==> src/verilog/shp_pkg.sv <==
// Shared types and constants of the host bus port.
// Assumes one 100 MHz clock and a host that keeps its own strobe timing.
package shp_pkg;

  // ****************************************************************
  // Widths and sizes
  // ****************************************************************
  localparam int ADDR_W     = 7;   // Address pins 7 down to 1
  localparam int DATA_W     = 16;
  localparam int DWORD_W    = 32;
  localparam int STRAP_W    = 4;
  localparam int FIFO_DEPTH = 8;
  localparam int BURST_MAX  = 16;  // Words per ordinary burst
  localparam int LANE_BIT   = 1;   // Address bit choosing the dword half

  // ****************************************************************
  // Timing
  // ****************************************************************
  localparam int CLK_PERIOD_NS   = 10;
  localparam int T_CSH_NS        = 13;
  localparam int T_CSH_CYC       = (T_CSH_NS + CLK_PERIOD_NS - 1) / CLK_PERIOD_NS;
  localparam int T_DSU_NS        = 7;
  localparam int T_ACYC_NS       = 45;
  localparam int T_ADV_NS        = 40;
  localparam int T_ADV_CYC       = (T_ADV_NS / CLK_PERIOD_NS < 1) ? 1 : T_ADV_NS / CLK_PERIOD_NS;
  localparam int T_STRAP_SU_NS   = 200;
  localparam int FETCH_WAIT_CYC  = 2;  // Lets a preceding pop reach the data
  localparam logic [1:0] FETCH_WAIT = 2'h2;

  // ****************************************************************
  // Carriers
  // ****************************************************************
  typedef struct packed {
    logic              chip_sel_low;
    logic              read_strobe_low;
    logic              write_strobe_low;
    logic              fifo_sel;
    logic [ADDR_W:1]   addr;
    logic [DATA_W-1:0] data;
  } shp_host_in_type;

  localparam shp_host_in_type HOST_IDLE = '{1'b1, 1'b1, 1'b1, 1'b0, 7'h00, 16'h0000};

  typedef struct packed {
    logic              rd;     // One-cycle latch request for a register read
    logic              wr;     // One-cycle register write
    logic [ADDR_W:1]   addr;
    logic [DATA_W-1:0] wdata;
  } shp_reg_req_type;

  typedef enum logic [1:0] {
    SHP_IDLE,
    SHP_FETCH,
    SHP_DRIVE
  } shp_state_type;

endpackage : shp_pkg

==> src/verilog/shp_host_port.sv <==
// Device end of an SRAM-like 16-bit host bus port with direct FIFO mode.
// Assumes host pins are sampled on clk, a receive dword source with a
// one-cycle pop, a register block answering the latch request by the
// next cycle, and a transmit consumer draining the dword FIFO.
`timescale 1ns/1ps
module shp_host_port #(
  parameter int STRAP_W    = shp_pkg::STRAP_W,
  parameter int FIFO_DEPTH = shp_pkg::FIFO_DEPTH
) (
  input  logic                             clk,           // Clock
  input  logic                             rstn,          // Sync reset, also the strap edge
  input  shp_pkg::shp_host_in_type         host_in,       // Host pins
  output logic [shp_pkg::DATA_W-1:0]       host_data_out, // Read data to host
  output logic                             host_data_oe,  // Drive data bus
  input  logic [STRAP_W-1:0]               cfg_strap_in,  // Configuration straps
  output logic [STRAP_W-1:0]               cfg_strap_out, // Straps held from reset
  output shp_pkg::shp_reg_req_type         reg_req,       // Register access
  input  logic [shp_pkg::DATA_W-1:0]       reg_rd_data,   // Register read value
  input  logic                             rx_valid,      // Receive dword present
  input  logic [shp_pkg::DWORD_W-1:0]      rx_data,       // Receive dword
  output logic                             rx_pop,        // Receive dword consumed
  output logic                             tx_valid,      // Transmit dword ready
  output logic [shp_pkg::DWORD_W-1:0]      tx_data,       // Transmit dword
  input  logic                             tx_ready,      // Transmit sink takes it
  output logic                             tx_overrun,    // Transmit dword lost
  output logic                             burst_overrun  // Ordinary burst too long
);
  import shp_pkg::*;

  shp_host_in_type              s1_r;
  shp_host_in_type              s2_r;
  logic                         rd_act_r;
  logic                         wr_act_r;
  logic [ADDR_W:1]              addr_r;
  logic                         sel_r;
  logic [DATA_W-1:0]            wdata_r;
  logic                         rd_now;
  logic                         wr_now;
  logic                         rd_new;
  logic                         rd_leave;
  logic                         wr_end;
  logic                         rd_take;
  logic                         burst_full;
  shp_state_type                state_r;
  logic [1:0]                   wait_r;
  logic                         fetch_sel_r;
  logic                         fetch_hi_r;
  logic [$clog2(BURST_MAX+1)-1:0] burst_cnt_r;
  logic [DATA_W-1:0]            lo_r;
  logic                         pend_r;
  logic [DWORD_W-1:0]           pend_data_r;
  logic                         fifo_in_ready;
  logic                         strap_done_r;

  // ****************************************************************
  // Pin synchroniser and access tracking
  // ****************************************************************
  always_ff @(posedge clk) begin
    if (!rstn) begin
      s1_r <= HOST_IDLE;
      s2_r <= HOST_IDLE;
    end else begin
      s1_r <= host_in;
      s2_r <= s1_r;
    end
  end

  assign rd_now = ~s2_r.chip_sel_low & ~s2_r.read_strobe_low;
  assign wr_now = ~s2_r.chip_sel_low & ~s2_r.write_strobe_low;
  // A changed address inside a held read starts the next burst word
  assign rd_new = rd_now & (~rd_act_r | (s2_r.addr != addr_r)
                  | (s2_r.fifo_sel != sel_r));
  assign rd_leave = rd_act_r & (~rd_now | rd_new);
  assign wr_end = wr_act_r & ~wr_now;
  assign burst_full = (burst_cnt_r == ($bits(burst_cnt_r))'(BURST_MAX));
  assign rd_take = rd_new & (s2_r.fifo_sel | ~rd_act_r | ~burst_full);

  always_ff @(posedge clk) begin
    if (!rstn) begin
      rd_act_r <= 1'b0;
      wr_act_r <= 1'b0;
      addr_r   <= '0;
      sel_r    <= 1'b0;
      wdata_r  <= '0;
    end else begin
      rd_act_r <= rd_now;
      wr_act_r <= wr_now;
      if (rd_now || wr_now) begin
        addr_r <= s2_r.addr;
        sel_r  <= s2_r.fifo_sel;
      end
      if (wr_now) begin
        wdata_r <= s2_r.data;
      end
    end
  end

  // ****************************************************************
  // Read sequencing
  // ****************************************************************
  always_ff @(posedge clk) begin
    if (!rstn) begin
      state_r     <= SHP_IDLE;
      wait_r      <= '0;
      fetch_sel_r <= 1'b0;
      fetch_hi_r  <= 1'b0;
    end else if (!rd_now) begin
      state_r <= SHP_IDLE;
    end else if (rd_take) begin
      state_r     <= SHP_FETCH;
      wait_r      <= FETCH_WAIT;
      fetch_sel_r <= s2_r.fifo_sel;
      fetch_hi_r  <= s2_r.addr[LANE_BIT];
    end else begin
      unique case (state_r)
        SHP_FETCH: begin
          if (wait_r == 2'h1) begin
            state_r <= SHP_DRIVE;
          end
          wait_r <= wait_r - 2'h1;
        end
        SHP_IDLE, SHP_DRIVE: begin
          state_r <= state_r;
        end
      endcase
    end
  end

  always_ff @(posedge clk) begin
    if (!rstn) begin
      host_data_out <= '0;
      host_data_oe  <= 1'b0;
    end else begin
      host_data_oe <= rd_now;
      if (state_r == SHP_FETCH && wait_r == 2'h1) begin
        if (!fetch_sel_r) begin
          host_data_out <= reg_rd_data;
        end else if (!rx_valid) begin
          host_data_out <= '0;
        end else if (fetch_hi_r) begin
          host_data_out <= rx_data[DWORD_W-1:DATA_W];
        end else begin
          host_data_out <= rx_data[DATA_W-1:0];
        end
      end
    end
  end

  // Ordinary bursts count their words; direct bursts do not
  always_ff @(posedge clk) begin
    if (!rstn) begin
      burst_cnt_r   <= '0;
      burst_overrun <= 1'b0;
    end else begin
      burst_overrun <= rd_new & ~rd_take;
      if (rd_new && !rd_act_r) begin
        burst_cnt_r <= ($bits(burst_cnt_r))'(1);
      end else if (rd_take && !s2_r.fifo_sel) begin
        burst_cnt_r <= burst_cnt_r + 1'b1;
      end
    end
  end

  // A dword leaves the receive FIFO when its upper half has been read
  always_ff @(posedge clk) begin
    if (!rstn) begin
      rx_pop <= 1'b0;
    end else begin
      rx_pop <= rd_leave & sel_r & addr_r[LANE_BIT] & rx_valid;
    end
  end

  // ****************************************************************
  // Register access
  // ****************************************************************
  always_ff @(posedge clk) begin
    if (!rstn) begin
      reg_req <= '0;
    end else begin
      reg_req.rd <= rd_take & ~s2_r.fifo_sel;
      reg_req.wr <= wr_end & ~sel_r;
      reg_req.addr  <= rd_new ? s2_r.addr : addr_r;
      reg_req.wdata <= wdata_r;
    end
  end

  // ****************************************************************
  // Transmit path
  // ****************************************************************
  always_ff @(posedge clk) begin
    if (!rstn) begin
      lo_r        <= '0;
      pend_r      <= 1'b0;
      pend_data_r <= '0;
      tx_overrun  <= 1'b0;
    end else begin
      tx_overrun <= 1'b0;
      if (pend_r && fifo_in_ready) begin
        pend_r <= 1'b0;
      end
      if (wr_end && sel_r) begin
        if (!addr_r[LANE_BIT]) begin
          lo_r <= wdata_r;
        end else if (pend_r && !fifo_in_ready) begin
          tx_overrun <= 1'b1;
        end else begin
          pend_r      <= 1'b1;
          pend_data_r <= {wdata_r, lo_r};
        end
      end
    end
  end

  shp_fifo #(
    .WIDTH (DWORD_W),
    .DEPTH (FIFO_DEPTH)
  ) u_tx_fifo (
    .clk       (clk),
    .rstn      (rstn),
    .in_valid  (pend_r),
    .in_ready  (fifo_in_ready),
    .in_data   (pend_data_r),
    .out_valid (tx_valid),
    .out_ready (tx_ready),
    .out_data  (tx_data)
  );

  // ****************************************************************
  // Strap capture
  // ****************************************************************
  always_ff @(posedge clk) begin
    if (!rstn) begin
      strap_done_r  <= 1'b0;
      cfg_strap_out <= '0;
    end else if (!strap_done_r) begin
      strap_done_r  <= 1'b1;
      cfg_strap_out <= cfg_strap_in;
    end
  end

endmodule : shp_host_port

==> src/verilog/shp_fifo.sv <==
// Small synchronous FIFO with valid/ready on both sides.
// Assumes one clock and a synchronous active-low reset.
`timescale 1ns/1ps
module shp_fifo #(
  parameter int WIDTH = 32,
  parameter int DEPTH = 8
) (
  input  logic             clk,       // Clock
  input  logic             rstn,      // Synchronous reset, active low
  input  logic             in_valid,  // Word offered
  output logic             in_ready,  // Room for a word
  input  logic [WIDTH-1:0] in_data,   // Word in
  output logic             out_valid, // Word available
  input  logic             out_ready, // Sink takes word
  output logic [WIDTH-1:0] out_data   // Oldest word
);

  localparam int AW = (DEPTH > 1) ? $clog2(DEPTH) : 1;

  logic [WIDTH-1:0] mem [DEPTH];
  logic [AW-1:0]    wp_r;
  logic [AW-1:0]    rp_r;
  logic [AW-1:0]    rp_nxt;
  logic [AW:0]      cnt_r;
  logic             valid_r;
  logic [WIDTH-1:0] head_r;
  logic             push;
  logic             pop;
  logic             load_in;

  assign in_ready  = (cnt_r != (AW+1)'(DEPTH));
  assign out_valid = valid_r;
  assign out_data  = head_r;
  assign push      = in_valid & in_ready;
  assign pop       = out_valid & out_ready;
  assign rp_nxt    = (rp_r == AW'(DEPTH - 1)) ? '0 : rp_r + 1'b1;
  // Incoming word becomes the head when the FIFO is, or is about to be, empty
  assign load_in   = push & ((cnt_r == '0) | (pop & (cnt_r == (AW+1)'(1))));

  // ****************************************************************
  // Storage
  // ****************************************************************
  always_ff @(posedge clk) begin
    if (push) begin
      mem[wp_r] <= in_data;
    end
  end

  // ****************************************************************
  // Pointers and fill level
  // ****************************************************************
  always_ff @(posedge clk) begin
    if (!rstn) begin
      wp_r  <= '0;
      rp_r  <= '0;
      cnt_r <= '0;
    end else begin
      if (push) begin
        wp_r <= (wp_r == AW'(DEPTH - 1)) ? '0 : wp_r + 1'b1;
      end
      if (pop) begin
        rp_r <= rp_nxt;
      end
      if (push && !pop) begin
        cnt_r <= cnt_r + 1'b1;
      end else if (pop && !push) begin
        cnt_r <= cnt_r - 1'b1;
      end
    end
  end

  // ****************************************************************
  // Registered head word and valid flag
  // ****************************************************************
  always_ff @(posedge clk) begin
    if (!rstn) begin
      valid_r <= 1'b0;
      head_r  <= '0;
    end else begin
      if (load_in) begin
        head_r <= in_data;
      end else if (pop) begin
        head_r <= mem[rp_nxt];
      end
      if (push && !pop) begin
        valid_r <= 1'b1;
      end else if (pop && !push && cnt_r == (AW+1)'(1)) begin
        valid_r <= 1'b0;
      end
    end
  end

endmodule : shp_fifo

==> config.mk <==
export PLATFORM = sky130hd
export DESIGN_NAME = shp_host_port
export DESIGN_NICKNAME = d
export VERILOG_FILES = /design/src/verilog/shp_pkg.sv /design/src/verilog/shp_host_port.sv /design/src/verilog/shp_fifo.sv
export SDC_FILE = /design/constraint.sdc
export NUM_CORES = 1
export LEC_CHECK = 0
export BUFFER_PORTS_ARGS = -buffer_cell sky130_fd_sc_hd__buf_2
export CORE_MARGIN = 2
export CORE_UTILIZATION = 57
export DETAILED_ROUTE_END_ITERATION = 12
export PLACE_DENSITY = 0.77
export SYNTH_ARGS = -nofsm -noshare
export SYNTH_HDL_FRONTEND = slang
export SYNTH_HIERARCHICAL = 1
export SYNTH_SLANG_ARGS = --single-unit
==> constraint.sdc <==
create_clock -name clk -period 9.1 [get_ports clk]
set_input_delay 0.455 -clock clk [delete_from_list [all_inputs] [get_ports clk]]
set_output_delay 0.455 -clock clk [all_outputs]
set_load 0.01 [all_outputs]
Word-level counts from Yosys, hierarchy flattened
Memory sizes are Yosys's and may differ from the RTL's.
Index checks and enable logic that the tools add are counted.
{ "totals": {"ff_bits": 232, "latch_bits": 0, "ram_bits": 256, "mem_bits_ro": 0, "elab_cells": 158, "mem_count": 1} }
{ "memory_table": {"columns": ["name", "words", "word_bits", "rd", "rd_ports_with_merged_regs", "wr", "line", "rtl"], "rows": [
  ["u_tx_fifo.mem", 8, 32, 1, 0, 1, "shp_fifo.sv:20", "logic [WIDTH-1:0] mem [DEPTH];"]
]} }
{ "classes": {"addsub": 6, "n_mul": 0, "n_div": 0, "n_lt_le_gt_ge": 0, "n_eq_ne": 13, "shifts": 0, "n_mux": 27, "n_bitwise": 36, "reduce_logical": 33} }
{ "ops": {"columns": ["cell", "n"], "rows": [
  ["$mux 32", 2],
  ["$mux 16", 3],
  ["$and 1x1->1", 16],
  ["$not 1->1", 14],
  ["$mux 1", 13],
  ["$reduce_and 2->1", 6],
  ["$reduce_bool 2->1", 5],
  ["$logic_and 1x1->1", 9],
  ["$mux 2", 4],
  ["$mux 4", 2],
  ["$mux 7", 1],
  ["$ne 7x7->1", 1],
  ["$add 3x1->3 const B", 2],
  ["$eq 3x3->1 const B", 2],
  ["$mux 3", 2],
  ["$or 1x1->1", 6],
  ["$reduce_and 3->1", 2],
  ["$add 5x1->5 const B", 1],
  ["$eq 5x5->1 const B", 1],
  ["$logic_not 1->1", 5],
  ["$add 4x1->4 const B", 1],
  ["$eq 2x1->1 const B", 2],
  ["$eq 4x1->1 const B", 1],
  ["$logic_not 4->1", 1],
  ["other kinds (11)", 13]
]} }

Depth between registers and ports, before layout
Gate-level depths: netlist of run 1.
{ "depth": {"depth_word": 9, "mapped_depth": 11} }

Hierarchy
Netlist of run 1, hierarchy kept.
{ "modules_own_cells": {"columns": ["mod", "n_inst", "cells_each", "area_per_inst_um2"], "rows": [
  ["shp_fifo", 1, 725, 11891.4],
  ["shp_host_port", 1, 669, 6708.9]
]} }

Least setup slack after synthesis of run 1
No wires, ideal clock.
{ "synth_timing": {"kind": "register -> register", "start": "register u_tx_fifo.cnt_r[0]", "end": "memory u_tx_fifo.mem[1][0] (enable)", "setup_time_ns": 0.513, "arrival_ns": 4.548, "required_time_ns": 8.587, "path_slack_ns": 4.039, "path_stages_with_launch": 8, "synth_period_minus_slack_ns": 5.061, "cell_sequence": "dfxtp_1 > inv_1 > ha_1 > clkbuf_2 > nand3b_1 > nand2_1 > clkbuf_1 > nor4b_1"} }
{ "synth_via": {"elab_chain_cells": 4} }
{ "synth_rtl": {"columns": ["element", "line", "rtl"], "rows": [
  ["start, declared", "shp_fifo.sv:24", "logic [AW:0] cnt_r;"],
  ["start signal, assigned", "shp_fifo.sv:65", "cnt_r <= cnt_r + 1'b1;"],
  ["start signal, assigned", "shp_fifo.sv:67", "cnt_r <= cnt_r - 1'b1;"],
  ["$ne 4x4->1", "shp_fifo.sv:31", "assign in_ready = (cnt_r != (AW+1)'(DEPTH));"],
  ["net fifo_in_ready", "shp_host_port.sv:52", "logic fifo_in_ready;"],
  ["$and 1x1->1", "shp_fifo.sv:34", "assign push = in_valid & in_ready;"],
  ["$mux 1", "shp_fifo.sv:44", "if (push) begin"],
  ["$mux 1 (not written as such)", "shp_fifo.sv:45", "mem[wp_r] <= in_data;"],
  ["end, declared", "shp_fifo.sv:20", null]
]} }
The timed path passes the listed nets, and every way through them passes these cells.

Worst setup path after layout of run 1
{ "layout_timing": {"start": "register u_tx_fifo.rp_r[0]", "end": "register u_tx_fifo.head_r[21], in the netlist u_tx_fifo/out_data[21]"} }
{ "layout_via": {"elab_chain_cells": 5, "word_cells_on_any_way": 6, "cone_classes": "1 x add/sub; 1 x eq/ne; 3 x mux; 1 x memory"} }
{ "layout_rtl": {"columns": ["element", "line", "rtl"], "rows": [
  ["start, declared", "shp_fifo.sv:22", "logic [AW-1:0] rp_r;"],
  ["start signal, assigned", "shp_fifo.sv:62", "rp_r <= rp_nxt;"],
  ["$add 3x1->3 or $eq 3x3->1 (tied branches)", "shp_fifo.sv:36", "assign rp_nxt = (rp_r == AW'(DEPTH - 1)) ? '0 : rp_r + 1'b1;"],
  ["$mux 3 *", "shp_fifo.sv:36", null],
  ["net u_tx_fifo.rp_nxt[2]", "shp_fifo.sv:23", "logic [AW-1:0] rp_nxt;"],
  ["$mem_v2 8x32 *", null, null],
  ["$mux 32 *", "shp_fifo.sv:82", "end else if (pop) begin"],
  ["$mux 32 *", "shp_fifo.sv:80", "if (load_in) begin"],
  ["end signal, assigned", "shp_fifo.sv:81", "head_r <= in_data;"],
  ["end signal, assigned", "shp_fifo.sv:83", "head_r <= mem[rp_nxt];"],
  ["end, declared", "shp_fifo.sv:26", "logic [WIDTH-1:0] head_r;"]
]} }
The timed path passes the listed nets; every way through them passes the cells marked *. The select of a mux whose other input is x is not followed.
A chain may end at the register's enable or synchronous reset.

==> metrics.txt, run 1 <==
gpl congestion=slightly below 0.8; Placed Area=0.01972 mm2; Setup WS post-layout=approximately 5.6 ns; CP delay by family, top=buffers and inverters; Cell Pwr Density=204.6 mW/mm2; Crit. End Element=register; Max Freq=approximately 290 MHz; # DRC=0; post-route minimum period=3.484 ns; max-slew violations=0; crit-path max FO=65; Final TNS setup=0 ns; total power=4.362 mW; total track usage=0.2398; CTS max path bufs=3; syn nets=1491; Yosys top cell by area=edfxtp_1; Final Core Density=0.6586; Hold WS=0.08256 ns; Syn-to-layout area delta=14.62%; via count of the first global-routing pass=roughly 12000; Reg power frac=0.530; crit path kind=register to register; die width=184.6 um; Post-Place Worst Slack=5.580 ns; internal power=between 3 and 4 mW; IO Count=~170; Final ANT Viol Nets=0; vias per cell=5.724; Logic pwr share=0.014; number of clock sinks=488; ys flop type=edfxtp_1; clock power share=0.456; first-pass GRT wire length=62.85 mm; buffers added on ports=164; post-synthesis cell type count=65; DR iter-0 viols=1000; Slew headroom=0.1928; Clock Skew=0.01688 ns; post-synth top area share=0.4133; critical path's slowest cell=buf_4; critical path launch point type=register; Final Hold Viols=0; ys async rst share=0; synthesized area=0.01860 mm2; Post-CTS Setup Bufs=0; PostCTS Resize Cnt=0; Slowest Stage Delay on Critical Path=0.83 ns; yosys warns=6; RSZ-0062 raised after global routing=no; status=completed; placed cell count=slightly below 2000; Cell Chain, Critical Path=buf_4 > ha_1 > ha_4 > buf_4 > mux4_2 > o21a_1 > o211ai_1 > a31oi_1; top post-synthesis cells by count=edfxtp_1 (256), dfxtp_1 (232), nand2_1 (199), mux2i_1 (75), and2_1 (66); Starting Density=0.5746; CTS tree=done; FF+latch count, synth=488; sequential area share after synthesis=0.6630; most common cell in the netlist=edfxtp_1; clock slew at reported path FFs=0.06 ns; pin count of the biggest net entering global routing=90; # diodes=0; CTS buffer count=48; layout cells sized above 1=0.2075; die area=about 0.034 mm2; WL final=40.48 mm; H-Tree Depth=2; Crit path required time=9.51 ns; Pre-Repair DR Iteration Count=8; cell leakage power=~7.6 nW; switching part of the total=0.1930; initial antenna violation count=0; MaxCap Viol Count=0; DIE HEIGHT=184.6 um; sw power=0.8416 mW; Post-CTS Hold Fix Bufs=0; fin cells=2018; DP HPWL=24.52 mm; Hold Crit Class=input port to register; Buf/Inv on CP=2; Worst Tran Pin Value=1.208 ns; GRT overflow=0; Syn Inst Count=roughly 1400; root buffer cell=clkbuf_16; Core Rows=66; post-route cell area=between 0.02 and 0.025 mm2; wire per inst=20.06 um; Vias=11550; fin crit share=0.3828; Critical Path Most Common Cell=buf_4; fin nets=1634; Post-synth EDFFs=approximately 260; syn_area_per_cell=13.34 um2; peak supply drop=between 0.1 and 0.15 mV; Synth area leaders=edfxtp_1 (41%), dfxtp_1 (25%), mux2i_1 (4.0%); Setup Viol. Count Final=0; core region area=about 0.032 mm2; clk_lat worst skew=0.56 ns; CP Data Arrival Time=3.89 ns
final cells by class:
cell class	count	area, um2
inverters	28	105.1
repair buffers	180	943.4
clock buffers	66	1351
multi-input cells	791	5783
flip-flops and latches	488	12330
clock inverters	23	251.5
fillers	2343	11050
well taps	442	553.0
final timing paths:
check,startpoint,to,slack (ns),cells past startpoint
worst min-delay path,host_in[25],s1_r[25],0.08,2
worst max register to register,u_tx_fifo/rp_r[0],u_tx_fifo/out_data[21],5.62,8
worst max-delay path,u_tx_fifo/rp_r[0],u_tx_fifo/out_data[21],5.62,8
worst min register to register,s1_r[24],s2_r[24],0.41,1
worst register-to-register path: cells and delay by family (launching register included):
family	cells	cell delay, ns
DFF	1	0.31
muxes	1	0.47
adders and majority gates	2	0.75
buffers and inverters	2	1.43
AOI/OAI and AO/OA	3	0.38
registers in the layout, summed over array words and instances (netlist names), 2 cells and up:
register            flops
reg_req                25
u_tx_fifo/cnt_r         4
cfg_strap_out           4
burst_cnt_r             5
addr_r                  7
u_tx_fifo/rp_r          3
host_data_out          16
u_tx_fifo/mem         256
wait_r                  2
state_r                 2
u_tx_fifo/out_data     32
s1_r                   27
pend_data_r            32
wdata_r                16
s2_r                   27
lo_r                   16
u_tx_fifo/wp_r          3
metal layers:
metal | wire length, um | GRT usage | part of all wire
met5 | 0 | 0 | 0
met4 | 936 | 0.07238 | 0.023
met3 | 3170 | 0.04900 | 0.078
met2 | 19860 | 0.4171 | 0.49
met1 | 16510 | 0.3035 | 0.41
cells in the final DEF (no fill, tap or decap), drive strengths merged, types with 44 or more instances in the layout:
cell,n
dfxtp,232
o22a,44
buf,180
a21oi,69
nand2,200
edfxtp,256
clkbuf,66
and2,67
mux2i,75
a21boi,61
power by group through the flow:
stage | sequential (mW) | combinational (mW) | clock, mW
2_1_floorplan | 2.36 | 0.0339 | 0
3_3_place_gp | 2.36 | 0.0602 | 0
3_5_place_dp | 2.36 | 0.0618 | 0
4_1_cts | 2.31 | 0.0617 | 2.01
5_1_grt | 2.31 | 0.0673 | 2.10
6_report | 2.31 | 0.0610 | 1.99
logic make-up (layout without fill, tap and decap cells):
| logic type | Yosys count | in the layout | synth area share |
|---|---|---|---|
| fa+ha+maj | 14 | 14 | 0.009418 |
| xor+xnor | 11 | 11 | 0.005180 |
| compound gates | 298 | 298 | 0.1213 |
| flops | 488 | 488 | 0.6630 |
| mux | 107 | 107 | 0.07668 |
| buf+inv | 115 | 297 | 0.03074 |
| simple gates | 361 | 361 | 0.09371 |
(Power assumes the default switching activity.)
==> run 2: changes to the inputs <==
--- a/config.mk
+++ b/config.mk
@@ -7,9 +7,9 @@
 export LEC_CHECK = 0
 export BUFFER_PORTS_ARGS = -buffer_cell sky130_fd_sc_hd__buf_2
 export CORE_MARGIN = 2
-export CORE_UTILIZATION = 57
+export CORE_UTILIZATION = 53
 export DETAILED_ROUTE_END_ITERATION = 12
-export PLACE_DENSITY = 0.77
+export PLACE_DENSITY = 0.75
 export SYNTH_ARGS = -nofsm -noshare
 export SYNTH_HDL_FRONTEND = slang
 export SYNTH_HIERARCHICAL = 1
==> constraint.sdc (replaced) <==
create_clock -name clk -period 2.95 [get_ports clk]
set_input_delay 0.1475 -clock clk [delete_from_list [all_inputs] [get_ports clk]]
set_output_delay 0.1475 -clock clk [all_outputs]
set_load 0.01 [all_outputs]
==> run 2 against run 1 <==
Against the previous run: sequential share of layout area down 1.4 points; total power rose to 3.1 times the previous value; combinational power rose to 3.6 times the previous value; fmax up 42%; routed wire length up 0.32%; cell count up 3.2%; non-clock buffer count up 52; sequential power rose to 3.1 times the previous value; clock-buffer cell count down 1; critical path depth down 1; clock skew up 0.0049 ns; largest cell class unchanged; highest routed layer unchanged.
==> metrics.txt, run 2 (synthesis gave the netlist of run 1 again) <==
pin count of the biggest net entering global routing=73 (-19%); WL final=40.61 mm (+0.32%); layout cells sized above 1=0.2139 (+0.006403); Buf/Inv on CP=1 (-1); crit path kind=register to register; post-route minimum period=2.447 ns (-1.037 ns); critical path's slowest cell=ha_4; critical path launch point=u_tx_fifo/rp_r[0]; post-route cell area=0.02186 mm2 (+2.5%); root buffer cell=clkbuf_16; number of clock sinks=488 (unchanged); Setup WS post-layout=0.5032 ns (-5.113 ns); wire per inst=19.51 um (-2.8%); most frequent cells in the layout=edfxtp_1 (256), dfxtp_1 (231), nand2_1 (199); # DRC=0 (unchanged); Starting Density=0.5385 (-0.03613); via count of the first global-routing pass=11830 (+2.3%); Top reg by flops=u_tx_fifo/mem; hold wc startpoint=reg_rd_data[10]; clk_lat worst skew=0.55 ns (about the same); Hold WS=0.01445 ns (-0.06811 ns); Placed Area=0.01998 mm2 (+1.3%); Multi-input gate area=0.005811 mm2 (+0.48%); peak supply drop=0.4996 mV (+270%); critical path launch point type=register; Slowest Stage Delay on Critical Path=0.76 ns (-0.07 ns); # fillers=2613 (+12%); Max Freq=408.7 MHz (+42%); crit-path max FO=52 (-20%); fin nets=1686 (+3.2%); Core Rows=68 (+3.0%); die width=191.3 um (+3.6%); register area=0.01233 mm2 (unchanged); RSZ-0062 raised after global routing=no; Cell Pwr Density=609.0 mW/mm2 (+200%); # diodes=0 (unchanged); fin crit share=0.8294 (+0.4466); vias per cell=5.597 (-2.2%); max-slew violations=0 (unchanged); reg-to-reg critical path startpoint=u_tx_fifo/rp_r[0]; Syn-to-layout area delta=17.52%; clock slew at reported path FFs=0.06 ns (about the same); most common cell after layout, fill and taps aside=edfxtp_1; total track usage=0.2231 (-0.01673); Hold Crit Class=input port to register; Final Hold Viols=0 (unchanged); buffers added on ports=164 (unchanged); Setup Viol. Count Final=0 (unchanged); CTS tree=done; Vias=11650 (+0.87%); CTS max path bufs=3 (unchanged); Final ANT Viol Nets=0 (unchanged); Slew headroom=0.2694 (+0.07658); Crit. End Element=register; Pre-Repair DR Iteration Count=5 (-3); DP HPWL=24.40 mm (-0.48%); die area=0.03661 mm2 (+7.4%); Post-CTS Hold Fix Bufs=33 (+33); PostCTS Resize Cnt=0 (unchanged); Clock Skew=0.02174 ns (+0.004862 ns); total power=13.31 mW (+210%); MaxCap Viol Count=0 (unchanged); Cell Chain, Critical Path=ha_1 > ha_4 > buf_4 > mux2i_1 > o22a_1 > a31o_1 > a21oi_1; status=completed; initial antenna violation count=0 (unchanged); Final TNS setup=0 ns (unchanged); H-Tree Depth=2 (unchanged); gpl congestion=0.7813 (-1.4%); first-pass GRT wire length=63.54 mm (+1.1%); cell leakage power=7.839 nW (+2.9%); core region area=0.03454 mm2 (+6.7%); CP delay by family, top=adder cells; Post-CTS Setup Bufs=0 (unchanged); IO Count=165 (unchanged); max reg flops=256 (unchanged); Worst Tran Pin Value=1.092 ns (-0.1157 ns); GRT overflow=0 (unchanged); DR iter-0 viols=770 (-23%); Crit path required time=3.35 ns (-6.16 ns); CTS buffer count=48 (unchanged); CP Data Arrival Time=2.84 ns (-1.05 ns); Post-Place Worst Slack=0.5389 ns (-5.041 ns); DIE HEIGHT=191.3 um (+3.6%)
==> run 2: cell types whose count changed in the layout (fill, tap and decap cells not counted), sizes merged <==
cell,change
buf,+19
bufinv,-1
clkbuf,-1
dlygate4sd3,+33
inv,-1
clkinv,+2
==> run 2: layout make-up <==
cell class,instances,area share
Clock inverter,23,0.01076
Inverter,28,0.004808
Timing Repair Buffer,232,0.06823
Clock buffer,65,0.06016
Sequential cell,488,0.5642
Multi-Input combinational cell,791,0.2658
Tap cell,455,0.02604
==> run 2: metal layers <==
| metal | track usage | wire (um) |
|---|---|---|
| met1 | 0.2902 | 17010 |
| met3 | 0.03929 | 2917 |
| met2 | 0.3861 | 19860 |
| met5 | 0 | 0 |
| met4 | 0.05858 | 825 |
==> run 2: path summary, 6_finish.rpt <==
kind                                          endpoint  slack (ns)  depth (start not counted)
worst max-delay path            u_tx_fifo/out_data[14]        0.50                          7
worst min-delay path                 host_data_out[10]        0.01                          4
worst min register to register                s2_r[25]        0.41                          1
worst max register to register  u_tx_fifo/out_data[14]        0.50                          7
==> run 2: worst min-delay path, delay by kind of cell <==
kind                   cells  cell delay [ns]
AO/OA/AOI/OAI              2             0.23
buffers and inverters      2             0.13
==> run 2: stage by stage <==
step,utilization,instances
floorplan,-,1394
global placement,0.5784,1961
detailed placement,0.5784,1961
CTS,0.6328,2082
global route,0.6328,2082
finish,0.6328,2082
==> run 2: power breakdown <==
group	leakage, nW	switching [mW]	internal, mW	total, mW
Clock	0.762	2.47	3.49	5.95
Sequential	4.25	0.0206	7.12	7.14
Combinational	2.82	0.0998	0.122	0.221
